===== config.mk =====
export PLATFORM = sky130hd
export DESIGN_NAME = bct_cpu_flat
export DESIGN_NICKNAME = d
export VERILOG_FILES = /design/src/inc/bct_pkg.sv /design/src/inc/bct_if.sv /design/src/verilog/bct_cpu.sv /design/src/flat_wrapper.sv
export SDC_FILE = /design/constraint.sdc
export NUM_CORES = 1
export LEC_CHECK = 0
export ABC_AREA = 1
export BUFFER_PORTS_ARGS = -buffer_cell sky130_fd_sc_hd__buf_2
export CAP_MARGIN = 0
export CORE_MARGIN = 2
export CORE_UTILIZATION = 40
export CTS_BUF_LIST = sky130_fd_sc_hd__clkbuf_2 sky130_fd_sc_hd__clkbuf_4 sky130_fd_sc_hd__clkbuf_8
export DETAILED_ROUTE_END_ITERATION = 10
export MAX_ROUTING_LAYER = met4
export PLACE_DENSITY = 0.65
export SLEW_MARGIN = 20
export SYNTH_ARGS = -nofsm -noshare
export SYNTH_HDL_FRONTEND = slang
export SYNTH_SLANG_ARGS = --single-unit
export TNS_END_PERCENT = 100

===== constraint.sdc =====
create_clock -name mclk_in -period 7 [get_ports mclk_in]
set_clock_uncertainty 0.15 [all_clocks]
set_input_delay 1.75 -clock mclk_in [delete_from_list [all_inputs] [get_ports mclk_in]]
set_output_delay 1.75 -clock mclk_in [all_outputs]
set_load 0.005 [all_outputs]

===== src/inc/bct_pkg.sv =====
package bct_pkg;
    // Bus cycle minimum lengths, in processor clock periods.
    localparam int unsigned SYNC_MIN_CLKS = 2;
    localparam int unsigned ASYNC_MIN_CLKS = 3;
    // Burst shape: beats per burst and fewest clocks for a whole burst.
    localparam int unsigned BURST_BEATS = 4;
    localparam int unsigned BURST_MIN_CLKS = 5;
    localparam int unsigned DATA_W = 32;
    localparam int unsigned ADDR_W = 32;
    localparam int unsigned CNT_W = 8;
    // Port acknowledge encodings, active high inside the design.
    localparam logic [1:0] ACK_NONE = 2'h0;
    localparam logic [31:0] DATA_RESET = 32'h0000_0000;
    localparam logic [CNT_W-1:0] CNT_ZERO = 8'h00;
    localparam logic [CNT_W-1:0] CNT_ONE = 8'h01;

    // Processor bus sequencer states.
    typedef enum logic [5:0] {
        BCT_IDLE = 6'b00_0001,
        BCT_START = 6'b00_0010,
        BCT_STROBE = 6'b00_0100,
        BCT_WAIT = 6'b00_1000,
        BCT_FINISH = 6'b01_0000,
        BCT_HOLD = 6'b10_0000
    } bct_state_t;

    // Responder states.
    typedef enum logic [2:0] {
        BCR_IDLE = 3'b001,
        BCR_DELAY = 3'b010,
        BCR_TERM = 3'b100
    } bcr_state_t;
endpackage


===== src/inc/bct_if.sv =====
`timescale 1ns/1ns
// Bus between the processor end and the responder end.
interface bct_if;
    logic [31:0] addr;
    logic rd_wr;
    logic early_cycle_start;
    logic addr_strobe;
    logic data_strobe;
    logic burst_req;
    logic [31:0] wdata;
    logic wdata_oe;
    logic [31:0] rdata;
    logic rdata_oe;
    logic [1:0] async_port_ack;
    logic sync_cycle_term;
    logic burst_ack_in;

    modport cpu (
        output addr, rd_wr, early_cycle_start, addr_strobe, data_strobe, burst_req,
        output wdata, wdata_oe,
        input rdata, rdata_oe, async_port_ack, sync_cycle_term, burst_ack_in
    );
    modport resp (
        input addr, rd_wr, early_cycle_start, addr_strobe, data_strobe, burst_req,
        input wdata, wdata_oe,
        output rdata, rdata_oe, async_port_ack, sync_cycle_term, burst_ack_in
    );
endinterface


===== src/verilog/bct_cpu.sv =====
`timescale 1ns/1ns
// Notes on behaviour
// - Read data captured on final falling edge.
// - Write data held past data strobe negation.
// - Responder never mixes both termination styles.
// - Sync cycles two clocks, async three minimum.
// - Port acknowledge lines end async cycles.
// - Port acknowledge synchronised before use.
// - Sync termination sampled directly, unsynchronised.
// - Sync termination held valid every rising edge.
// - Sync termination accepted only during address strobe.
// - Cycles may abort before address strobe.
// - Cache read hits finish without external bus cycle.
// - Burst moves four long words in five clocks.
module bct_cpu
    import bct_pkg::*;
(
    // Clock and reset.
    input wire logic mclk_in,
    input wire logic reset_in,
    // Access request from the core.
    input wire logic req_valid_in,
    input wire logic req_write_in,
    input wire logic req_burst_in,
    input wire logic req_abort_in,
    input wire logic [bct_pkg::ADDR_W-1:0] req_addr_in,
    input wire logic [bct_pkg::DATA_W-1:0] req_wdata_in,
    input wire logic cache_hit_in,
    input wire logic [bct_pkg::DATA_W-1:0] cache_data_in,
    output logic req_ready_out,
    // Access completion.
    output logic done_out,
    output logic aborted_out,
    output logic cache_done_out,
    output logic [bct_pkg::DATA_W-1:0] rdata_out,
    output logic [1:0] beat_out,
    output logic [bct_pkg::CNT_W-1:0] clocks_out,
    output logic [bct_pkg::CNT_W-1:0] waits_out,
    // Bus side.
    bct_if.cpu bus
);
    import bct_pkg::*;

    bct_state_t state, next_state;
    logic [CNT_W-1:0] clk_cnt, next_clk_cnt;
    logic [1:0] beat, next_beat;
    logic [ADDR_W-1:0] addr, next_addr;
    logic [DATA_W-1:0] wdata, next_wdata;
    logic rw_write, next_rw_write;
    logic burst, next_burst;
    logic [1:0] ack_meta, ack_sync;
    logic [DATA_W-1:0] rd_latch;
    logic term_async, term_sync, min_ok, term_hit;
    logic [CNT_W-1:0] min_clks;

    // Port acknowledge passes two flops before any decision uses it.
    always_ff @(posedge mclk_in or posedge reset_in) begin
        if (reset_in) begin
            ack_meta <= ACK_NONE;
            ack_sync <= ACK_NONE;
        end else begin
            ack_meta <= bus.async_port_ack;
            ack_sync <= ack_meta;
        end
    end

    // Termination decode: either ack bit ends async, sync input is used raw.
    always_comb begin
        term_async = (ack_sync != ACK_NONE);
        term_sync = bus.sync_cycle_term;
        min_clks = term_sync ? CNT_W'(SYNC_MIN_CLKS) : CNT_W'(ASYNC_MIN_CLKS);
        min_ok = (clk_cnt + CNT_ONE) >= min_clks;
        term_hit = (term_sync || term_async) && min_ok;
    end

    // Read data is latched at the falling edge within the final clock.
    always_ff @(negedge mclk_in or posedge reset_in) begin
        if (reset_in) begin
            rd_latch <= DATA_RESET;
        end else if ((state == BCT_STROBE || state == BCT_WAIT) && term_hit) begin
            rd_latch <= bus.rdata;
        end
    end

    // Sequencer next-state logic.
    always_comb begin
        next_state = state;
        next_clk_cnt = clk_cnt;
        next_beat = beat;
        next_addr = addr;
        next_wdata = wdata;
        next_rw_write = rw_write;
        next_burst = burst;
        case (state)
            BCT_IDLE: begin
                if (req_valid_in && !(cache_hit_in && !req_write_in)) begin
                    next_state = BCT_START;
                    next_addr = req_addr_in;
                    next_wdata = req_wdata_in;
                    next_rw_write = req_write_in;
                    next_burst = req_burst_in && !req_write_in;
                    next_clk_cnt = CNT_ZERO;
                    next_beat = 2'h0;
                end
            end
            BCT_START: begin
                // Abort before the address strobe is legal.
                if (req_abort_in) begin
                    next_state = BCT_IDLE;
                end else begin
                    next_state = BCT_STROBE;
                    next_clk_cnt = CNT_ONE;
                end
            end
            BCT_STROBE, BCT_WAIT: begin
                if (term_hit) begin
                    if (burst && bus.burst_ack_in && term_sync &&
                        beat != 2'(BURST_BEATS - 1)) begin
                        next_beat = beat + 2'h1;
                        next_addr = addr + 32'h0000_0004;
                        next_clk_cnt = CNT_ONE;
                        next_state = BCT_WAIT;
                    end else begin
                        next_state = rw_write ? BCT_HOLD : BCT_FINISH;
                    end
                end else begin
                    next_clk_cnt = clk_cnt + CNT_ONE;
                    next_state = BCT_WAIT;
                end
            end
            BCT_HOLD: begin
                next_state = BCT_FINISH;
            end
            BCT_FINISH: begin
                next_state = BCT_IDLE;
            end
            default: begin
                next_state = BCT_IDLE;
            end
        endcase
    end

    // Sequencer registers.
    always_ff @(posedge mclk_in or posedge reset_in) begin
        if (reset_in) begin
            state <= BCT_IDLE;
            clk_cnt <= CNT_ZERO;
            beat <= 2'h0;
            addr <= '0;
            wdata <= DATA_RESET;
            rw_write <= 1'b0;
            burst <= 1'b0;
        end else begin
            state <= next_state;
            clk_cnt <= next_clk_cnt;
            beat <= next_beat;
            addr <= next_addr;
            wdata <= next_wdata;
            rw_write <= next_rw_write;
            burst <= next_burst;
        end
    end

    // Completion reporting, all registered.
    always_ff @(posedge mclk_in or posedge reset_in) begin
        if (reset_in) begin
            done_out <= 1'b0;
            aborted_out <= 1'b0;
            cache_done_out <= 1'b0;
            rdata_out <= DATA_RESET;
            beat_out <= 2'h0;
            clocks_out <= CNT_ZERO;
            waits_out <= CNT_ZERO;
        end else begin
            done_out <= (state == BCT_FINISH);
            aborted_out <= (state == BCT_START) && req_abort_in;
            cache_done_out <= (state == BCT_IDLE) && req_valid_in && cache_hit_in &&
                !req_write_in;
            if (state == BCT_IDLE && req_valid_in && cache_hit_in && !req_write_in) begin
                rdata_out <= cache_data_in;
            end else if (state == BCT_FINISH && !rw_write) begin
                rdata_out <= rd_latch;
            end
            if ((state == BCT_STROBE || state == BCT_WAIT) && term_hit) begin
                beat_out <= beat;
                clocks_out <= clk_cnt + CNT_ONE;
                waits_out <= clk_cnt + CNT_ONE - min_clks;
            end
        end
    end

    // Bus drive; write data stays on through the hold clock after strobes drop.
    always_comb begin
        req_ready_out = (state == BCT_IDLE);
        bus.addr = addr;
        bus.rd_wr = !rw_write;
        bus.early_cycle_start = (state == BCT_START);
        bus.addr_strobe = (state == BCT_STROBE || state == BCT_WAIT);
        bus.data_strobe = (state == BCT_STROBE || state == BCT_WAIT);
        bus.burst_req = burst;
        bus.wdata = wdata;
        bus.wdata_oe = rw_write && (state == BCT_STROBE || state == BCT_WAIT ||
            state == BCT_HOLD);
    end
endmodule


===== src/flat_wrapper.sv =====
// flat-port wrapper written by rule: the top's interface ports become plain ports
module bct_cpu_flat import bct_pkg::*;
  (mclk_in, reset_in, req_valid_in, req_write_in, req_burst_in, req_abort_in, req_addr_in, req_wdata_in, cache_hit_in, cache_data_in, req_ready_out, done_out, aborted_out, cache_done_out, rdata_out, beat_out, clocks_out, waits_out, bus_addr, bus_rd_wr, bus_early_cycle_start, bus_addr_strobe, bus_data_strobe, bus_burst_req, bus_wdata, bus_wdata_oe, bus_rdata, bus_rdata_oe, bus_async_port_ack, bus_sync_cycle_term, bus_burst_ack_in);
  bct_if bus_i ();
  input wire logic mclk_in;
  input wire logic reset_in;
  input wire logic req_valid_in;
  input wire logic req_write_in;
  input wire logic req_burst_in;
  input wire logic req_abort_in;
  input wire logic [bct_pkg::ADDR_W-1:0] req_addr_in;
  input wire logic [bct_pkg::DATA_W-1:0] req_wdata_in;
  input wire logic cache_hit_in;
  input wire logic [bct_pkg::DATA_W-1:0] cache_data_in;
  output logic req_ready_out;
  output logic done_out;
  output logic aborted_out;
  output logic cache_done_out;
  output logic [bct_pkg::DATA_W-1:0] rdata_out;
  output logic [1:0] beat_out;
  output logic [bct_pkg::CNT_W-1:0] clocks_out;
  output logic [bct_pkg::CNT_W-1:0] waits_out;
  output wire logic [$bits(bus_i.addr)-1:0] bus_addr;
  output wire logic [$bits(bus_i.rd_wr)-1:0] bus_rd_wr;
  output wire logic [$bits(bus_i.early_cycle_start)-1:0] bus_early_cycle_start;
  output wire logic [$bits(bus_i.addr_strobe)-1:0] bus_addr_strobe;
  output wire logic [$bits(bus_i.data_strobe)-1:0] bus_data_strobe;
  output wire logic [$bits(bus_i.burst_req)-1:0] bus_burst_req;
  output wire logic [$bits(bus_i.wdata)-1:0] bus_wdata;
  output wire logic [$bits(bus_i.wdata_oe)-1:0] bus_wdata_oe;
  input wire logic [$bits(bus_i.rdata)-1:0] bus_rdata;
  input wire logic [$bits(bus_i.rdata_oe)-1:0] bus_rdata_oe;
  input wire logic [$bits(bus_i.async_port_ack)-1:0] bus_async_port_ack;
  input wire logic [$bits(bus_i.sync_cycle_term)-1:0] bus_sync_cycle_term;
  input wire logic [$bits(bus_i.burst_ack_in)-1:0] bus_burst_ack_in;
  assign bus_addr = bus_i.addr;
  assign bus_rd_wr = bus_i.rd_wr;
  assign bus_early_cycle_start = bus_i.early_cycle_start;
  assign bus_addr_strobe = bus_i.addr_strobe;
  assign bus_data_strobe = bus_i.data_strobe;
  assign bus_burst_req = bus_i.burst_req;
  assign bus_wdata = bus_i.wdata;
  assign bus_wdata_oe = bus_i.wdata_oe;
  assign bus_i.rdata = bus_rdata;
  assign bus_i.rdata_oe = bus_rdata_oe;
  assign bus_i.async_port_ack = bus_async_port_ack;
  assign bus_i.sync_cycle_term = bus_sync_cycle_term;
  assign bus_i.burst_ack_in = bus_burst_ack_in;
  bct_cpu u_core (.mclk_in(mclk_in), .reset_in(reset_in), .req_valid_in(req_valid_in), .req_write_in(req_write_in), .req_burst_in(req_burst_in), .req_abort_in(req_abort_in), .req_addr_in(req_addr_in), .req_wdata_in(req_wdata_in), .cache_hit_in(cache_hit_in), .cache_data_in(cache_data_in), .req_ready_out(req_ready_out), .done_out(done_out), .aborted_out(aborted_out), .cache_done_out(cache_done_out), .rdata_out(rdata_out), .beat_out(beat_out), .clocks_out(clocks_out), .waits_out(waits_out), .bus(bus_i));
endmodule

After elaboration in Yosys (flattened, before gate mapping)
Index checks and enable logic that the tools add are counted.

Add/subtract/negate cells: 4. Magnitude comparators: 1. Eq/ne operators: 12. Muxes and demuxes: 22. Reduce and logical (&&, ||, !) cells: 28.

Operators by type and width (count): 32-bit two-way mux (5); 32-bit case mux with 2 select lines (1); 32-bit by 3-bit adder with 32-bit output (second input constant) (1); 8-bit two-way mux (4); 6-bit two-way mux (4); 6-bit case mux with 4 select lines (1); 8-bit case mux with 3 select lines (1); 1-bit logical AND (14); 8-bit by 1-bit adder with 8-bit output (second input constant) (1); 8-bit >= comparator (1); 4-bit AND reduction (2); 8-bit subtractor (1); 6-bit by 1-bit equality test with 1-bit output (second input constant) (1); 6-bit by 2-bit equality test with 1-bit output (second input constant) (1); 6-bit by 3-bit equality test with 1-bit output (second input constant) (1); 6-bit by 4-bit equality test with 1-bit output (second input constant) (1); 6-bit by 5-bit equality test with 1-bit output (second input constant) (1); 6-bit equality test (second input constant) (1); 2-bit two-way mux (3); 2-bit by 1-bit != test with 1-bit output (second input constant) (3); 2-bit nonzero test (3); 2-bit != test (second input constant) (2); 2-bit case mux with 2 select lines (1); 1-bit zero test (3); other kinds (8) (10).

Register bits after elaboration: 171. Output and inout bits: 124.

Longest topological paths before layout
Depth in word-level cells: 6. Gate-level depth with buffers: 15. Depth with buffers taken out: 14.

==> metrics.txt <==
Logic pwr share=0.352; Final Non-Filler Cells=1632; cells along the critical path=buf_2 -> inv_1 -> ha_1 -> inv_1 -> ha_1 -> nor2_2 -> nand2_2 -> nor2_4 -> nand2_4 -> nand3_2 -> inv_2 -> nand2_1 -> nand2_1; ys async rst share=1.000; Slew @ Worst Pin=1.042 ns; Critical Path AT=3.28 ns; DRT Wirelength=23.35 mm; Worst Hold End=u_core.ack_sync[0]; row count=52; fillers=2080; placed cell areas=0.009872 mm^2; Layout Utilization=0.5051; dpl ws=-0.1251 ns; Crit Path Max Fanout=33; DRC=0; Final Hold Viols=0; initial antenna violation count=3; port buffer count=262; Pwr per Cell Area=360.2 mW/mm^2; Sequential Area=0.004280 mm^2; power share of the sequential group=0.444; hold depth=0; Seq cells post-synth=171; Pleak=5.569 nW; FF-to-FF setup slack=1.07 ns; Syn Inst Count=1099; Multi-input gate area=0.003669 mm^2; Vias=7828; most common cell after layout, fill and taps aside=nand2_1; Sw Ratio=0.3904; slowest stage delay, CP=0.22 ns; die span in x=148.8 um; CP required=3.61 ns; status=finished, final reports clean; setup bufs post-CTS=0; Hold Buf Count CTS=0; # setup viols final=0; WL/cell=14.31 um; vias per inst=4.797; maximum vdd ir drop=0.1543 mV; RSZ-0062 raised after global routing=false; sequential fraction of the synthesis area=0.5106; clk sinks=171; Mapped Area=0.008383 mm^2; cts bufs inserted=17; class of the worst hold path=register to register; slowest CP cell=inv_2; Psw=1.451 mW; WS Path Type=primary input to register; Tot Pwr=3.717 mW; Pre-antenna DRT Iters=5; total grt overflow=0; Post-Synthesis Net Count=1244; layout cells sized above 1=0.2592; Clk pwr share=0.205; maxcap violations=0; Vert. Die Dim=148.8 um; post-cts resize count=0; Final WS setup=0.3285 ns; Worst-path clk slew=0.09 ns; CP startpoint kind=primary input; core area=0.02043 mm^2; Register-to-Register Path Depth=10; htree depth=4; Yosys warning count=0; Final nets=1490; Slew HR=0.3034; HP Start=u_core.ack_meta[0]; Iter 0 DRT Violations=404; Routed Antenna Nets=0; Root Driver=clkbuf_8; CP Capture Type=register; most frequent cells in the layout=550 x nand2_1, 262 x buf_2, 138 x dfrtp_1; die area=0.02213 mm^2; pin count of the biggest net entering global routing=64; Post-synth EDFFs=0; Yosys cell types=34; I/O pin total=264; Total Routing Usage GR=0.2171; Skew-Pair Late Insertion Delay=0.46 ns; Layout area overhead=23.09%; Placed Instances=1596; Initial Utilization=0.4103; Int Pwr=2.266 mW; vias in the first global route=7214; Finished Cell Area=0.01032 mm^2; RD Place Congestion=0.9253; first-pass GRT wire length=37.08 mm; worst r2r dst=u_core.rd_latch[6]; max-slew violations=0; HPWL after DPL=16.55 mm; Post-Syn Area per Cell=7.628 um^2; ys flop type=dfrtp_1; Worst R2R Start=u_core.clk_cnt[0]; CTS tree=done; Bufs on Longest Clock Path=2
kinds of logic (layout without fill, tap and decap cells):
logic type | count (synthesis) | after routing | synth area share
compound gates | 76 | 76 | 0.05164
xor+xnor | 11 | 11 | 0.01149
fa+ha+maj | 5 | 5 | 0.007463
buf+inv | 92 | 351 | 0.05269
flops | 171 | 171 | 0.5106
other cells | 0 | 4 | 0
simple gates | 744 | 744 | 0.3661
flip-flops by register name (all words and copies together) (netlist names), 2 cells and up:
signal	flops
u_core.ack_meta	2
u_core.ack_sync	2
u_core.beat	2
u_core.beat_out	2
u_core.bus.addr	32
u_core.bus.wdata	32
u_core.clk_cnt	8
u_core.clocks_out	8
u_core.rd_latch	32
u_core.rdata_out	32
u_core.state	6
u_core.waits_out	8
Yosys cell counts, drive strengths merged (2+ instances only):
master,number,share of area
a21oi,4,0.0024
a31oi,31,0.023
buf,38,0.029
clkbuf,10,0.0045
dfrtn,32,0.096
dfrtp,138,0.41
ha,5,0.0075
inv,43,0.019
nand2,559,0.25
nand3,57,0.042
nand3b,13,0.012
nand4,6,0.0052
nor2,101,0.048
nor3,2,0.0012
o21ai,38,0.023
or2,6,0.0045
xnor2,6,0.0063
xor2,5,0.0052
metal layers:
layer | vias to the layer above | part of all wire | track usage
li1 | 3942 | - | -
met1 | 3599 | 0.45 | 0.2978
met2 | 261 | 0.46 | 0.3303
met3 | 26 | 0.070 | 0.04587
met4 | 0 | 0.019 | 0.05714
met5 | - | 0 | -
power by group through the flow:
stage          logic (mW)  registers, mW  clock network [mW]
2_1_floorplan       0.771           1.64                   0
3_3_place_gp         1.29           1.66                   0
3_5_place_dp         1.33           1.66                   0
4_1_cts              1.33           1.65               0.782
5_1_grt              1.49           1.70               0.826
6_report             1.31           1.65               0.760
worst max path at each step:
stage,start,end,slack (ns),cells after the start
4_1_cts,bus_sync_cycle_term,u_core.rd_latch[21],0.32,13
5_1_grt,bus_sync_cycle_term,u_core.rd_latch[26],0.18,13
3_3_place_gp,bus_sync_cycle_term,u_core.rd_latch[14],-0.07,13
2_1_floorplan,reset_in,u_core.rd_latch[0],-0.46,1
6_report,bus_sync_cycle_term,u_core.rd_latch[6],0.33,13
3_5_place_dp,bus_sync_cycle_term,u_core.rd_latch[21],-0.13,13
metrics by stage:
step                      setup TNS, ns  hold slack (ns)
final                                 0           0.2068
after global routing                  0           0.2147
after CTS                             0           0.2093
after detailed placement         -3.441           0.1872
after global placement           -1.909           0.1836
after floorplan                  -14.83           0.1812
area by class of cell:
cell class,instances,share of cell area
clock buffer,17,0.02267
inverter,44,0.01637
timing repair buffer,275,0.1377
multi-input combinational,836,0.3555
clock inverter,15,0.01916
sequential,171,0.4148
antenna,4,0.0009701
tap,270,0.03274
worst max-delay path, delay by kind of cell:
| family | cells | cell delay (ns) |
|---|---|---|
| buffers and inverters | 4 | 0.46 |
| adders and majority gates | 2 | 0.33 |
| and+or+nand+nor | 7 | 0.70 |
(Power assumes the default switching activity.)
